$ cat src/ccrs_pkg.sv
// Purpose: Shared constants and types for the context restore register block
// Assumes: 32-bit Avalon-MM slave with byte addresses, one aligned word per register
// Notes: Fields sit in the low bits except queue status (bit 8) and stop code (bit 16); bits outside a field read as zero
package ccrs_pkg;
  localparam int ADDR_W = 8;
  localparam int CHAN_N = 32;
  localparam int CHAN_W = 5;
  localparam int CNT_W = 8;

  // Register byte offsets
  localparam logic [7:0] OFF_CHAN_SEL = 8'h00;
  localparam logic [7:0] OFF_CHAN_DATA = 8'h04;
  localparam logic [7:0] OFF_CHAN_CNT = 8'h08;
  localparam logic [7:0] OFF_INT_STAT0 = 8'h10;
  localparam logic [7:0] OFF_INT_STAT1 = 8'h14;
  localparam logic [7:0] OFF_INT_STAT2 = 8'h18;
  localparam logic [7:0] OFF_INT_MASK0 = 8'h1C;
  localparam logic [7:0] OFF_INT_MASK1 = 8'h20;
  localparam logic [7:0] OFF_INT_MASK2 = 8'h24;
  localparam logic [7:0] OFF_TCLASS = 8'h28;
  localparam logic [7:0] OFF_FC_CTRL = 8'h2C;
  localparam logic [7:0] OFF_DMA_LSA = 8'h30;
  localparam logic [7:0] OFF_DMA_EAH = 8'h34;
  localparam logic [7:0] OFF_DMA_EAL = 8'h38;
  localparam logic [7:0] OFF_DMA_SIZE = 8'h3C;
  localparam logic [7:0] OFF_DMA_TAG = 8'h40;
  localparam logic [7:0] OFF_DMA_CMD = 8'h44;
  localparam logic [7:0] OFF_DMA_RESULT = 8'h48;
  localparam logic [7:0] OFF_QUERY_MASK = 8'h4C;
  localparam logic [7:0] OFF_TAG_DONE = 8'h50;
  localparam logic [7:0] OFF_QUERY_KIND = 8'h54;
  localparam logic [7:0] OFF_RUN_CTRL = 8'h58;
  localparam logic [7:0] OFF_RUN_STAT = 8'h5C;
  localparam logic [7:0] OFF_NPC = 8'h60;
  localparam logic [7:0] OFF_SIG1 = 8'h64;
  localparam logic [7:0] OFF_SIG2 = 8'h68;

  // Field positions
  localparam int FC_SC_BIT = 0;
  localparam int FC_SM_BIT = 1;
  localparam int FC_SS_LSB = 8;
  localparam int ST_RUN_BIT = 0;
  localparam int ST_STOP_BIT = 1;
  localparam int ST_CODE_LSB = 16;
  localparam int I0_ERR_BIT = 0;
  localparam int I2_TAG_BIT = 0;
  localparam int I2_STOP_BIT = 1;

  // Codes and reset values
  localparam logic [1:0] RC_OK = 2'h0;
  localparam logic [1:0] RC_BUSY = 2'h1;
  localparam logic [1:0] TAG_COMPLETE = 2'h1;
  localparam logic [1:0] QK_ANY = 2'h1;
  localparam logic [1:0] RUN_REQ = 2'h1;
  localparam logic [1:0] SS_SUSPENDED = 2'h3;
  localparam logic [1:0] SS_RUNNING = 2'h0;
  localparam logic RST_SC = 1'b1;
  localparam logic RST_SM = 1'b0;

  typedef enum logic [2:0] {
    CCRS_IDLE = 3'b001,
    CCRS_ISSUE = 3'b010,
    CCRS_WAIT = 3'b100
  } ccrs_dma_state_t;

  typedef struct packed {
    logic [31:0] local_addr;
    logic [31:0] eff_high;
    logic [31:0] eff_low;
    logic [31:0] size;
    logic [7:0] tag;
    logic [15:0] code;
  } ccrs_dma_cmd_t;
endpackage : ccrs_pkg

$ cat src/ccrs_regs.sv
// Purpose: Control register file and command queue front end of a coprocessor element
// Assumes: Core and DMA engine run on clk; their signals are not resynchronised
// Notes: ce low freezes every flip-flop
//
// Summary of operation
// - Writing all ones to a class status clears it; masks then get OS values.
// - Both suspend fields written zero resumes command queue processing.
// - Command write yields an enqueue result; nonzero means reprogram and retry.
// - Group zero completion shows 01, or raises class two tag interrupt.
// - Supervisor waits for stop or interrupt, then clears handled bits by one.
`timescale 1ns/1ps
module ccrs_regs #(
  parameter int CHAN_N = ccrs_pkg::CHAN_N
) (
  // Clock, reset, enable
  input wire logic clk,
  input wire logic rst,
  input wire logic ce,
  // Avalon-MM slave
  input wire logic [ccrs_pkg::ADDR_W-1:0] address,
  input wire logic read,
  input wire logic write,
  input wire logic [31:0] writedata,
  output logic [31:0] readdata,
  output logic waitrequest,
  // Core run interface
  input wire logic core_running,
  input wire logic core_stop_event,
  input wire logic [15:0] core_stop_code,
  input wire logic core_error_event,
  output logic core_run_request,
  // DMA engine interface
  output logic dma_valid,
  output ccrs_pkg::ccrs_dma_cmd_t dma_cmd,
  input wire logic dma_ready,
  input wire logic dma_done,
  // Supervisor mailboxes to the core
  output logic [31:0] signal_notification_one,
  output logic [31:0] signal_notification_two,
  output logic [31:0] next_program_counter
);
  logic [31:0] chan_data [CHAN_N];
  logic [31:0] next_chan_data [CHAN_N];
  logic [ccrs_pkg::CNT_W-1:0] chan_count [CHAN_N];
  logic [ccrs_pkg::CNT_W-1:0] next_chan_count [CHAN_N];
  logic [ccrs_pkg::CHAN_W-1:0] channel_selector, next_channel_selector;
  logic [31:0] int_stat0, int_stat1, int_stat2, int_mask0, int_mask1, int_mask2;
  logic [31:0] next_int_stat0, next_int_stat1, next_int_stat2;
  logic [31:0] next_int_mask0, next_int_mask1, next_int_mask2;
  logic [31:0] transfer_class_quota, next_transfer_class_quota;
  logic [31:0] proxy_tag_query_mask, next_proxy_tag_query_mask;
  logic [31:0] next_sig1, next_sig2, next_npc, next_readdata;
  ccrs_pkg::ccrs_dma_cmd_t staged, next_staged, next_dma_cmd;
  ccrs_pkg::ccrs_dma_state_t dma_state, next_dma_state;
  logic [1:0] enqueue_result_code, proxy_tag_completion, query_kind_select, queue_status;
  logic [1:0] next_enqueue_result_code, next_proxy_tag_completion, next_query_kind_select;
  logic [15:0] stop_reason_code, next_stop_reason_code;
  logic suspend_control, suspend_mode, stopped, running_q;
  logic next_suspend_control, next_suspend_mode, next_stopped, next_running_q;
  logic next_dma_valid, next_core_run_request, next_waitrequest;
  logic wr_now, rd_take, queue_suspended, tag0_done;

  // Write commits at the edge where waitrequest is low; read data is prepared one edge earlier
  assign wr_now = write && !waitrequest;
  assign rd_take = read && waitrequest;
  assign queue_suspended = suspend_control || suspend_mode;
  assign queue_status = (queue_suspended && dma_state == ccrs_pkg::CCRS_IDLE) ?
                        ccrs_pkg::SS_SUSPENDED : ccrs_pkg::SS_RUNNING;
  assign tag0_done = dma_done && dma_state == ccrs_pkg::CCRS_WAIT && dma_cmd.tag == 8'h00;
  // Bus answer and read mux
  always_comb begin
    next_waitrequest = !((read || write) && waitrequest);
    next_readdata = readdata;
    if (rd_take) begin
      next_readdata = 32'h0000_0000;
      case (address)
        ccrs_pkg::OFF_CHAN_SEL: next_readdata = {27'h0, channel_selector};
        ccrs_pkg::OFF_CHAN_DATA: next_readdata = chan_data[channel_selector];
        ccrs_pkg::OFF_CHAN_CNT: next_readdata = {24'h0, chan_count[channel_selector]};
        ccrs_pkg::OFF_INT_STAT0: next_readdata = int_stat0;
        ccrs_pkg::OFF_INT_STAT1: next_readdata = int_stat1;
        ccrs_pkg::OFF_INT_STAT2: next_readdata = int_stat2;
        ccrs_pkg::OFF_INT_MASK0: next_readdata = int_mask0;
        ccrs_pkg::OFF_INT_MASK1: next_readdata = int_mask1;
        ccrs_pkg::OFF_INT_MASK2: next_readdata = int_mask2;
        ccrs_pkg::OFF_TCLASS: next_readdata = transfer_class_quota;
        ccrs_pkg::OFF_FC_CTRL: begin
          next_readdata[ccrs_pkg::FC_SC_BIT] = suspend_control;
          next_readdata[ccrs_pkg::FC_SM_BIT] = suspend_mode;
          next_readdata[ccrs_pkg::FC_SS_LSB +: 2] = queue_status;
        end
        ccrs_pkg::OFF_DMA_LSA: next_readdata = staged.local_addr;
        ccrs_pkg::OFF_DMA_EAH: next_readdata = staged.eff_high;
        ccrs_pkg::OFF_DMA_EAL: next_readdata = staged.eff_low;
        ccrs_pkg::OFF_DMA_SIZE: next_readdata = staged.size;
        ccrs_pkg::OFF_DMA_TAG: next_readdata = {24'h0, staged.tag};
        ccrs_pkg::OFF_DMA_CMD: next_readdata = {16'h0, staged.code};
        ccrs_pkg::OFF_DMA_RESULT: next_readdata = {30'h0, enqueue_result_code};
        ccrs_pkg::OFF_QUERY_MASK: next_readdata = proxy_tag_query_mask;
        ccrs_pkg::OFF_TAG_DONE: next_readdata = {30'h0, proxy_tag_completion};
        ccrs_pkg::OFF_QUERY_KIND: next_readdata = {30'h0, query_kind_select};
        ccrs_pkg::OFF_RUN_CTRL: next_readdata = {31'h0, core_run_request};
        ccrs_pkg::OFF_RUN_STAT: begin
          next_readdata[ccrs_pkg::ST_RUN_BIT] = running_q;
          next_readdata[ccrs_pkg::ST_STOP_BIT] = stopped;
          next_readdata[ccrs_pkg::ST_CODE_LSB +: 16] = stop_reason_code;
        end
        ccrs_pkg::OFF_NPC: next_readdata = next_program_counter;
        ccrs_pkg::OFF_SIG1: next_readdata = signal_notification_one;
        ccrs_pkg::OFF_SIG2: next_readdata = signal_notification_two;
        default: next_readdata = 32'h0000_0000;
      endcase
    end
  end
  // Register writes, status events and the command queue
  always_comb begin
    next_chan_data = chan_data;
    next_chan_count = chan_count;
    next_channel_selector = channel_selector;
    next_int_mask0 = int_mask0;
    next_int_mask1 = int_mask1;
    next_int_mask2 = int_mask2;
    next_transfer_class_quota = transfer_class_quota;
    next_suspend_control = suspend_control;
    next_suspend_mode = suspend_mode;
    next_staged = staged;
    next_dma_cmd = dma_cmd;
    next_enqueue_result_code = enqueue_result_code;
    next_proxy_tag_query_mask = proxy_tag_query_mask;
    next_proxy_tag_completion = proxy_tag_completion;
    next_query_kind_select = query_kind_select;
    next_core_run_request = core_run_request;
    next_sig1 = signal_notification_one;
    next_sig2 = signal_notification_two;
    next_npc = next_program_counter;
    next_dma_state = dma_state;
    next_dma_valid = dma_valid;
    next_stopped = stopped;
    next_stop_reason_code = stop_reason_code;
    next_running_q = core_running;
    next_int_stat0 = int_stat0;
    next_int_stat1 = int_stat1;
    next_int_stat2 = int_stat2;
    // Write-one-to-clear; an all-ones write clears the whole class
    if (wr_now && address == ccrs_pkg::OFF_INT_STAT0) next_int_stat0 = int_stat0 & ~writedata;
    if (wr_now && address == ccrs_pkg::OFF_INT_STAT1) next_int_stat1 = int_stat1 & ~writedata;
    if (wr_now && address == ccrs_pkg::OFF_INT_STAT2) next_int_stat2 = int_stat2 & ~writedata;
    if (wr_now) begin
      case (address)
        ccrs_pkg::OFF_CHAN_SEL: next_channel_selector = writedata[ccrs_pkg::CHAN_W-1:0];
        ccrs_pkg::OFF_CHAN_DATA: next_chan_data[channel_selector] = writedata;
        ccrs_pkg::OFF_CHAN_CNT: next_chan_count[channel_selector] = writedata[ccrs_pkg::CNT_W-1:0];
        ccrs_pkg::OFF_INT_MASK0: next_int_mask0 = writedata;
        ccrs_pkg::OFF_INT_MASK1: next_int_mask1 = writedata;
        ccrs_pkg::OFF_INT_MASK2: next_int_mask2 = writedata;
        ccrs_pkg::OFF_TCLASS: next_transfer_class_quota = writedata;
        ccrs_pkg::OFF_FC_CTRL: begin
          next_suspend_control = writedata[ccrs_pkg::FC_SC_BIT];
          next_suspend_mode = writedata[ccrs_pkg::FC_SM_BIT];
        end
        ccrs_pkg::OFF_DMA_LSA: next_staged.local_addr = writedata;
        ccrs_pkg::OFF_DMA_EAH: next_staged.eff_high = writedata;
        ccrs_pkg::OFF_DMA_EAL: next_staged.eff_low = writedata;
        ccrs_pkg::OFF_DMA_SIZE: next_staged.size = writedata;
        ccrs_pkg::OFF_DMA_TAG: next_staged.tag = writedata[7:0];
        ccrs_pkg::OFF_DMA_CMD: begin
          next_staged.code = writedata[15:0];
          // Queue holds one command; a full or suspended queue refuses the enqueue
          if (dma_state == ccrs_pkg::CCRS_IDLE && !queue_suspended) begin
            next_enqueue_result_code = ccrs_pkg::RC_OK;
            next_dma_cmd = next_staged;
            next_dma_valid = 1'b1;
            next_dma_state = ccrs_pkg::CCRS_ISSUE;
            if (staged.tag == 8'h00) next_proxy_tag_completion = 2'h0;
          end else begin
            next_enqueue_result_code = ccrs_pkg::RC_BUSY;
          end
        end
        ccrs_pkg::OFF_QUERY_MASK: next_proxy_tag_query_mask = writedata;
        ccrs_pkg::OFF_QUERY_KIND: next_query_kind_select = writedata[1:0];
        ccrs_pkg::OFF_RUN_CTRL: begin
          next_core_run_request = (writedata[1:0] == ccrs_pkg::RUN_REQ);
          if (writedata[1:0] == ccrs_pkg::RUN_REQ) next_stopped = 1'b0;
        end
        ccrs_pkg::OFF_NPC: next_npc = writedata;
        ccrs_pkg::OFF_SIG1: next_sig1 = writedata;
        ccrs_pkg::OFF_SIG2: next_sig2 = writedata;
        default: next_channel_selector = channel_selector;
      endcase
    end
    // DMA engine handshake
    case (dma_state)
      ccrs_pkg::CCRS_IDLE: next_dma_state = next_dma_state;
      ccrs_pkg::CCRS_ISSUE: if (dma_ready) begin
        next_dma_valid = 1'b0;
        next_dma_state = ccrs_pkg::CCRS_WAIT;
      end
      ccrs_pkg::CCRS_WAIT: if (dma_done) next_dma_state = ccrs_pkg::CCRS_IDLE;
      default: begin
        next_dma_state = ccrs_pkg::CCRS_IDLE;
        next_dma_valid = 1'b0;
      end
    endcase
    // Event sets come last so they win over a same-cycle clear
    if (tag0_done && proxy_tag_query_mask[0]) begin
      next_proxy_tag_completion = ccrs_pkg::TAG_COMPLETE;
      if (query_kind_select == ccrs_pkg::QK_ANY) next_int_stat2[ccrs_pkg::I2_TAG_BIT] = 1'b1;
    end
    if (core_stop_event) begin
      next_stopped = 1'b1;
      next_stop_reason_code = core_stop_code;
      next_core_run_request = 1'b0;
      next_int_stat2[ccrs_pkg::I2_STOP_BIT] = 1'b1;
    end
    if (core_error_event) next_int_stat0[ccrs_pkg::I0_ERR_BIT] = 1'b1;
  end
  always_ff @(posedge clk or posedge rst) begin
    if (rst) begin
      chan_data <= '{default: 32'h0000_0000};
      chan_count <= '{default: 8'h00};
      channel_selector <= 5'h00;
      int_stat0 <= 32'h0000_0000;
      int_stat1 <= 32'h0000_0000;
      int_stat2 <= 32'h0000_0000;
      int_mask0 <= 32'h0000_0000;
      int_mask1 <= 32'h0000_0000;
      int_mask2 <= 32'h0000_0000;
      transfer_class_quota <= 32'h0000_0000;
      suspend_control <= ccrs_pkg::RST_SC;
      suspend_mode <= ccrs_pkg::RST_SM;
      staged <= '0;
      dma_cmd <= '0;
      enqueue_result_code <= ccrs_pkg::RC_OK;
      proxy_tag_query_mask <= 32'h0000_0000;
      proxy_tag_completion <= 2'h0;
      query_kind_select <= 2'h0;
      stopped <= 1'b0;
      stop_reason_code <= 16'h0000;
      running_q <= 1'b0;
      dma_state <= ccrs_pkg::CCRS_IDLE;
      dma_valid <= 1'b0;
      core_run_request <= 1'b0;
      signal_notification_one <= 32'h0000_0000;
      signal_notification_two <= 32'h0000_0000;
      next_program_counter <= 32'h0000_0000;
      readdata <= 32'h0000_0000;
      waitrequest <= 1'b1;
    end else if (ce) begin
      chan_data <= next_chan_data;
      chan_count <= next_chan_count;
      channel_selector <= next_channel_selector;
      int_stat0 <= next_int_stat0;
      int_stat1 <= next_int_stat1;
      int_stat2 <= next_int_stat2;
      int_mask0 <= next_int_mask0;
      int_mask1 <= next_int_mask1;
      int_mask2 <= next_int_mask2;
      transfer_class_quota <= next_transfer_class_quota;
      suspend_control <= next_suspend_control;
      suspend_mode <= next_suspend_mode;
      staged <= next_staged;
      dma_cmd <= next_dma_cmd;
      enqueue_result_code <= next_enqueue_result_code;
      proxy_tag_query_mask <= next_proxy_tag_query_mask;
      proxy_tag_completion <= next_proxy_tag_completion;
      query_kind_select <= next_query_kind_select;
      stopped <= next_stopped;
      stop_reason_code <= next_stop_reason_code;
      running_q <= next_running_q;
      dma_state <= next_dma_state;
      dma_valid <= next_dma_valid;
      core_run_request <= next_core_run_request;
      signal_notification_one <= next_sig1;
      signal_notification_two <= next_sig2;
      next_program_counter <= next_npc;
      readdata <= next_readdata;
      waitrequest <= next_waitrequest;
    end
  end
endmodule : ccrs_regs

$ cat config.mk
export PLATFORM = sky130hd
export DESIGN_NAME = ccrs_regs
export DESIGN_NICKNAME = d
export VERILOG_FILES = /design/src/ccrs_pkg.sv /design/src/ccrs_regs.sv
export SDC_FILE = /design/constraint.sdc
export NUM_CORES = 2
export LEC_CHECK = 0
export ABC_AREA = 0
export ABC_CLOCK_PERIOD_IN_PS = 105400
export BUFFER_PORTS_ARGS = -buffer_cell sky130_fd_sc_hd__buf_2
export CAP_MARGIN = 20
export CORE_ASPECT_RATIO = 0.7
export CORE_UTILIZATION = 69
export CTS_BUF_LIST = sky130_fd_sc_hd__clkbuf_4 sky130_fd_sc_hd__clkbuf_8
export DETAILED_ROUTE_END_ITERATION = 16
export HOLD_SLACK_MARGIN = 0.15
export PLACE_DENSITY = 0.89
export SLEW_MARGIN = 20
export SYNTH_ARGS = -nofsm -noshare
export SYNTH_HDL_FRONTEND = slang
export SYNTH_SLANG_ARGS = --single-unit
$ cat constraint.sdc
create_clock -name clk -period 105.4 [get_ports clk]
set_clock_uncertainty 0.1 [all_clocks]
set_input_delay 5.27 -clock clk [delete_from_list [all_inputs] [get_ports clk]]
set_output_delay 5.27 -clock clk [all_outputs]
set_load 0.05 [all_outputs]
==> results.toml <==
[outcome]
status = "completed"

[setup_path]
cp_data_arrival_time_ns = 9.29
timing.critical_path.buf_inv = 3
cp-end-kind = "register"
worstSetupPathType = "input port to register"
critical_path.max_stage_delay_ns = 0.83
ff2ff_path_depth = 9
cpMaxStageDelayCell = "or3_1"
worstPathCellList = "buf_2 -> nor4b_4 -> buf_4 -> nand2_1 -> or3_1 -> nor2_4 -> buf_4 -> mux2_2"
cp_max_fo = 21
required_ns = 106.15
crit_cells = 8
cp_top_family = "simple AND/OR/NAND/NOR gates"
crit_top_cell = "buf_4"
worst_setup_path_start_kind = "input port"

[floorplan]
ioPinCount = 349
die_w_um = 429
dieArea_um2 = 129000
die_height_um = 301
core-area_um2 = 126000
start_util_pct = 69.6
floorplan.rows = 109

[detailed_routing]
drt_wl_total_um = 257000
wl_met2_um = 115000
wl_per_cell_um = 32.8
drt-met1-wl_um = 94200
first_iter_violations = 7150
ant_nets = 0
dr.pass1.iters = 10
drc_errors = 0
highest_layer = "met5"
met3WireLength_um = 33700
vias = 57100
drt-vias-per-instance = 7.30

[synth]
ys_warn_count = 0
synth_ff_type = "dfrtp_1"
syn_nets = 5784
synth_edf_count = 0
syn-cell-area_um2 = 88000
seq_area_frac_synth_pct = 56.9
ys_types = 74
netlist_instances = 5718
synth-seq-cells = 2003
async_flop_share_pct = 100
syn_area_per_cell_um2 = 15.4

[final_layout]
final_cell_mix = "dfrtp_1, mux2_2, clkbuf_8"
syn2layout_area_growth_pct = 9.79
fin_util_pct = 76.4
fin_nets = 6015
final_common_cell = "dfrtp_1"
stdcell_area_um2 = 96600
drive_above_1_share_pct = 47.4
instances_no_fill = 7825

[place]
place_area_um2 = 90400
io_buffer_count = 348
dp.cells = 7307
gp_congestion = 0.911
place_hpwl_um = 149000
place_ws_ns = 95.52

[clocking]
clock_latency_ns = 1.00
cts-root-buf = "clkbuf_8"
cts_tree = "done"
cts_made_buffers = 303
cts_resized = 0
clockBufferDepth = 4
htree_num_levels = 5
post-cts-setup-buffers = 0
hold_buffers = 0
cts_sinks = 2003
clkTransAtPathRegs_ns = 0.07

[grt]
grt_max_degree = 183
antenna_found_initial = 6
grt-ovfl-total = 0
grt.total_usage_pct = 40.0
grt_pass1_vias = 59500
grt_pass1_wl_um = 383000

[timing]
hold_slack_ns = 0.383
setup-tns-final_ns = 0
setup_viol = 0
timing.fmax_ghz = 0.117
layout_setup_ws_ns = 96.86
tightest_slew_ns = 1.17
finalHoldViolCount = 0
period_needed_ns = 8.54
rsz0062_at_grt = "false"
drv_slew = 0
min_period_over_period_pct = 8.10
slew_headroom_pct = 21.7

[worst_hold_path]
min_path_type = "register to register"
holdPathStages = 1

[power_and_ir_drop]
p_per_area_nw_per_um2 = 15.4
cellLeakagePower_nw = 48.2
total_power_mw = 1.49
ir_drop_v = 0.0000144

[job]
timing.max_cap.violations = 0
report_power, final:
part / internal (mW) / total (mW) / switching [mW]
logic: 0.00967 / 0.0512 / 0.0415
clock network: 0.360 / 0.662 / 0.302
registers: 0.773 / 0.777 / 0.00414
total: 1.14 / 1.49 / 0.348
synth_stat cells, drive strengths merged, types with 4 or more instances:
library cell / number / area [µm²]
dfrtp: 2000 / 50000
mux2: 1867 / 21000
mux4: 306 / 6890
buf: 290 / 1770
clkbuf: 266 / 998
a22oi: 260 / 1950
a21boi: 94 / 706
nand2: 81 / 364
a22o: 71 / 622
nor2: 65 / 427
a222oi: 50 / 500
nand3: 45 / 243
nand4: 35 / 219
mux2i: 30 / 300
a31oi: 29 / 181
a221oi: 25 / 219
nor3: 24 / 130
a21oi: 23 / 119
o22ai: 11 / 68.8
a2111o: 8 / 90.1
and2: 8 / 50.1
o21ai: 8 / 40.0
and3: 7 / 43.8
nor4: 7 / 43.8
o211ai: 7 / 52.6
o32a: 7 / 70.1
a211o: 6 / 52.6
inv: 6 / 22.5
or3: 6 / 37.5
nor3b: 5 / 42.5
nor4b: 5 / 62.6
o2111ai: 5 / 43.8
or4b: 5 / 50.1
a32oi: 4 / 35.0
and4bb: 4 / 50.1
nand3b: 4 / 30.0
or3b: 4 / 35.0
path summary, 6_finish.rpt:
kind / start / endpoint / slack [ns]
worst max-delay path: address[1] / chan_data[534] / 96.86
worst min register to register: chan_data[39] / chan_data[39] / 0.38
min in group asynchronous: rst / chan_data[321] / 4.30
worst max register to register: channel_selector[1] / readdata[23] / 99.21
worst min-delay path: chan_data[39] / chan_data[39] / 0.38
max in group asynchronous: rst / channel_selector[1] / 97.04
routing by layer:
metal | vias up | track usage [%]
li1 | 22000 | -
met1 | 30000 | 54.3
met2 | 4133 | 57.9
met3 | 1016 | 14.0
met4 | 6 | 20.6
met5 | - | 0
sequential cells by signal, summed over array words and instances, names as in the netlist, 2 cells and up:
| signal | cells |
|---|---|
| int_mask1 | 32 |
| proxy_tag_query_mask | 32 |
| signal_notification_one | 32 |
| chan_count | 256 |
| query_kind_select | 2 |
| readdata | 32 |
| staged | 152 |
| dma_state | 3 |
| int_stat0 | 32 |
| int_mask0 | 32 |
| channel_selector | 5 |
| int_stat1 | 32 |
| transfer_class_quota | 32 |
| next_program_counter | 32 |
| dma_cmd | 152 |
| stop_reason_code | 16 |
| signal_notification_two | 32 |
| int_mask2 | 32 |
| int_stat2 | 32 |
| chan_data | 1024 |
worst reg2reg max path, delay by kind of cell, from the launching register on:
family	cells	cell delay [ns]
compound gates	3	1.09
buf+inv	4	2.99
flops	1	0.81
mux	1	0.50
simple gates	1	0.57
kinds of logic (layout without fill, tap and decap cells):
| group | count (synthesis) | in the layout | synth area share [%] |
|---|---|---|---|
| muxes | 2203 | 2203 | 32.1 |
| and+or+nand+nor | 319 | 319 | 2.20 |
| other | 0 | 9 | 0 |
| AOI/OAI and AO/OA | 631 | 631 | 5.62 |
| buffers and inverters | 562 | 995 | 3.18 |
| DFF | 2003 | 2003 | 56.9 |
layout make-up:
cell class / count / area [µm²]
multi-input cells: 3153 / 35400
inverters: 6 / 30.0
flip-flops and latches: 2003 / 50100
well taps: 1665 / 2080
fillers: 6703 / 29800
clock buffers: 489 / 6040
clock inverters: 18 / 109
diodes: 9 / 22.5
repair buffers: 482 / 2860
No activity file was read; power rests on OpenSTA's default activity.
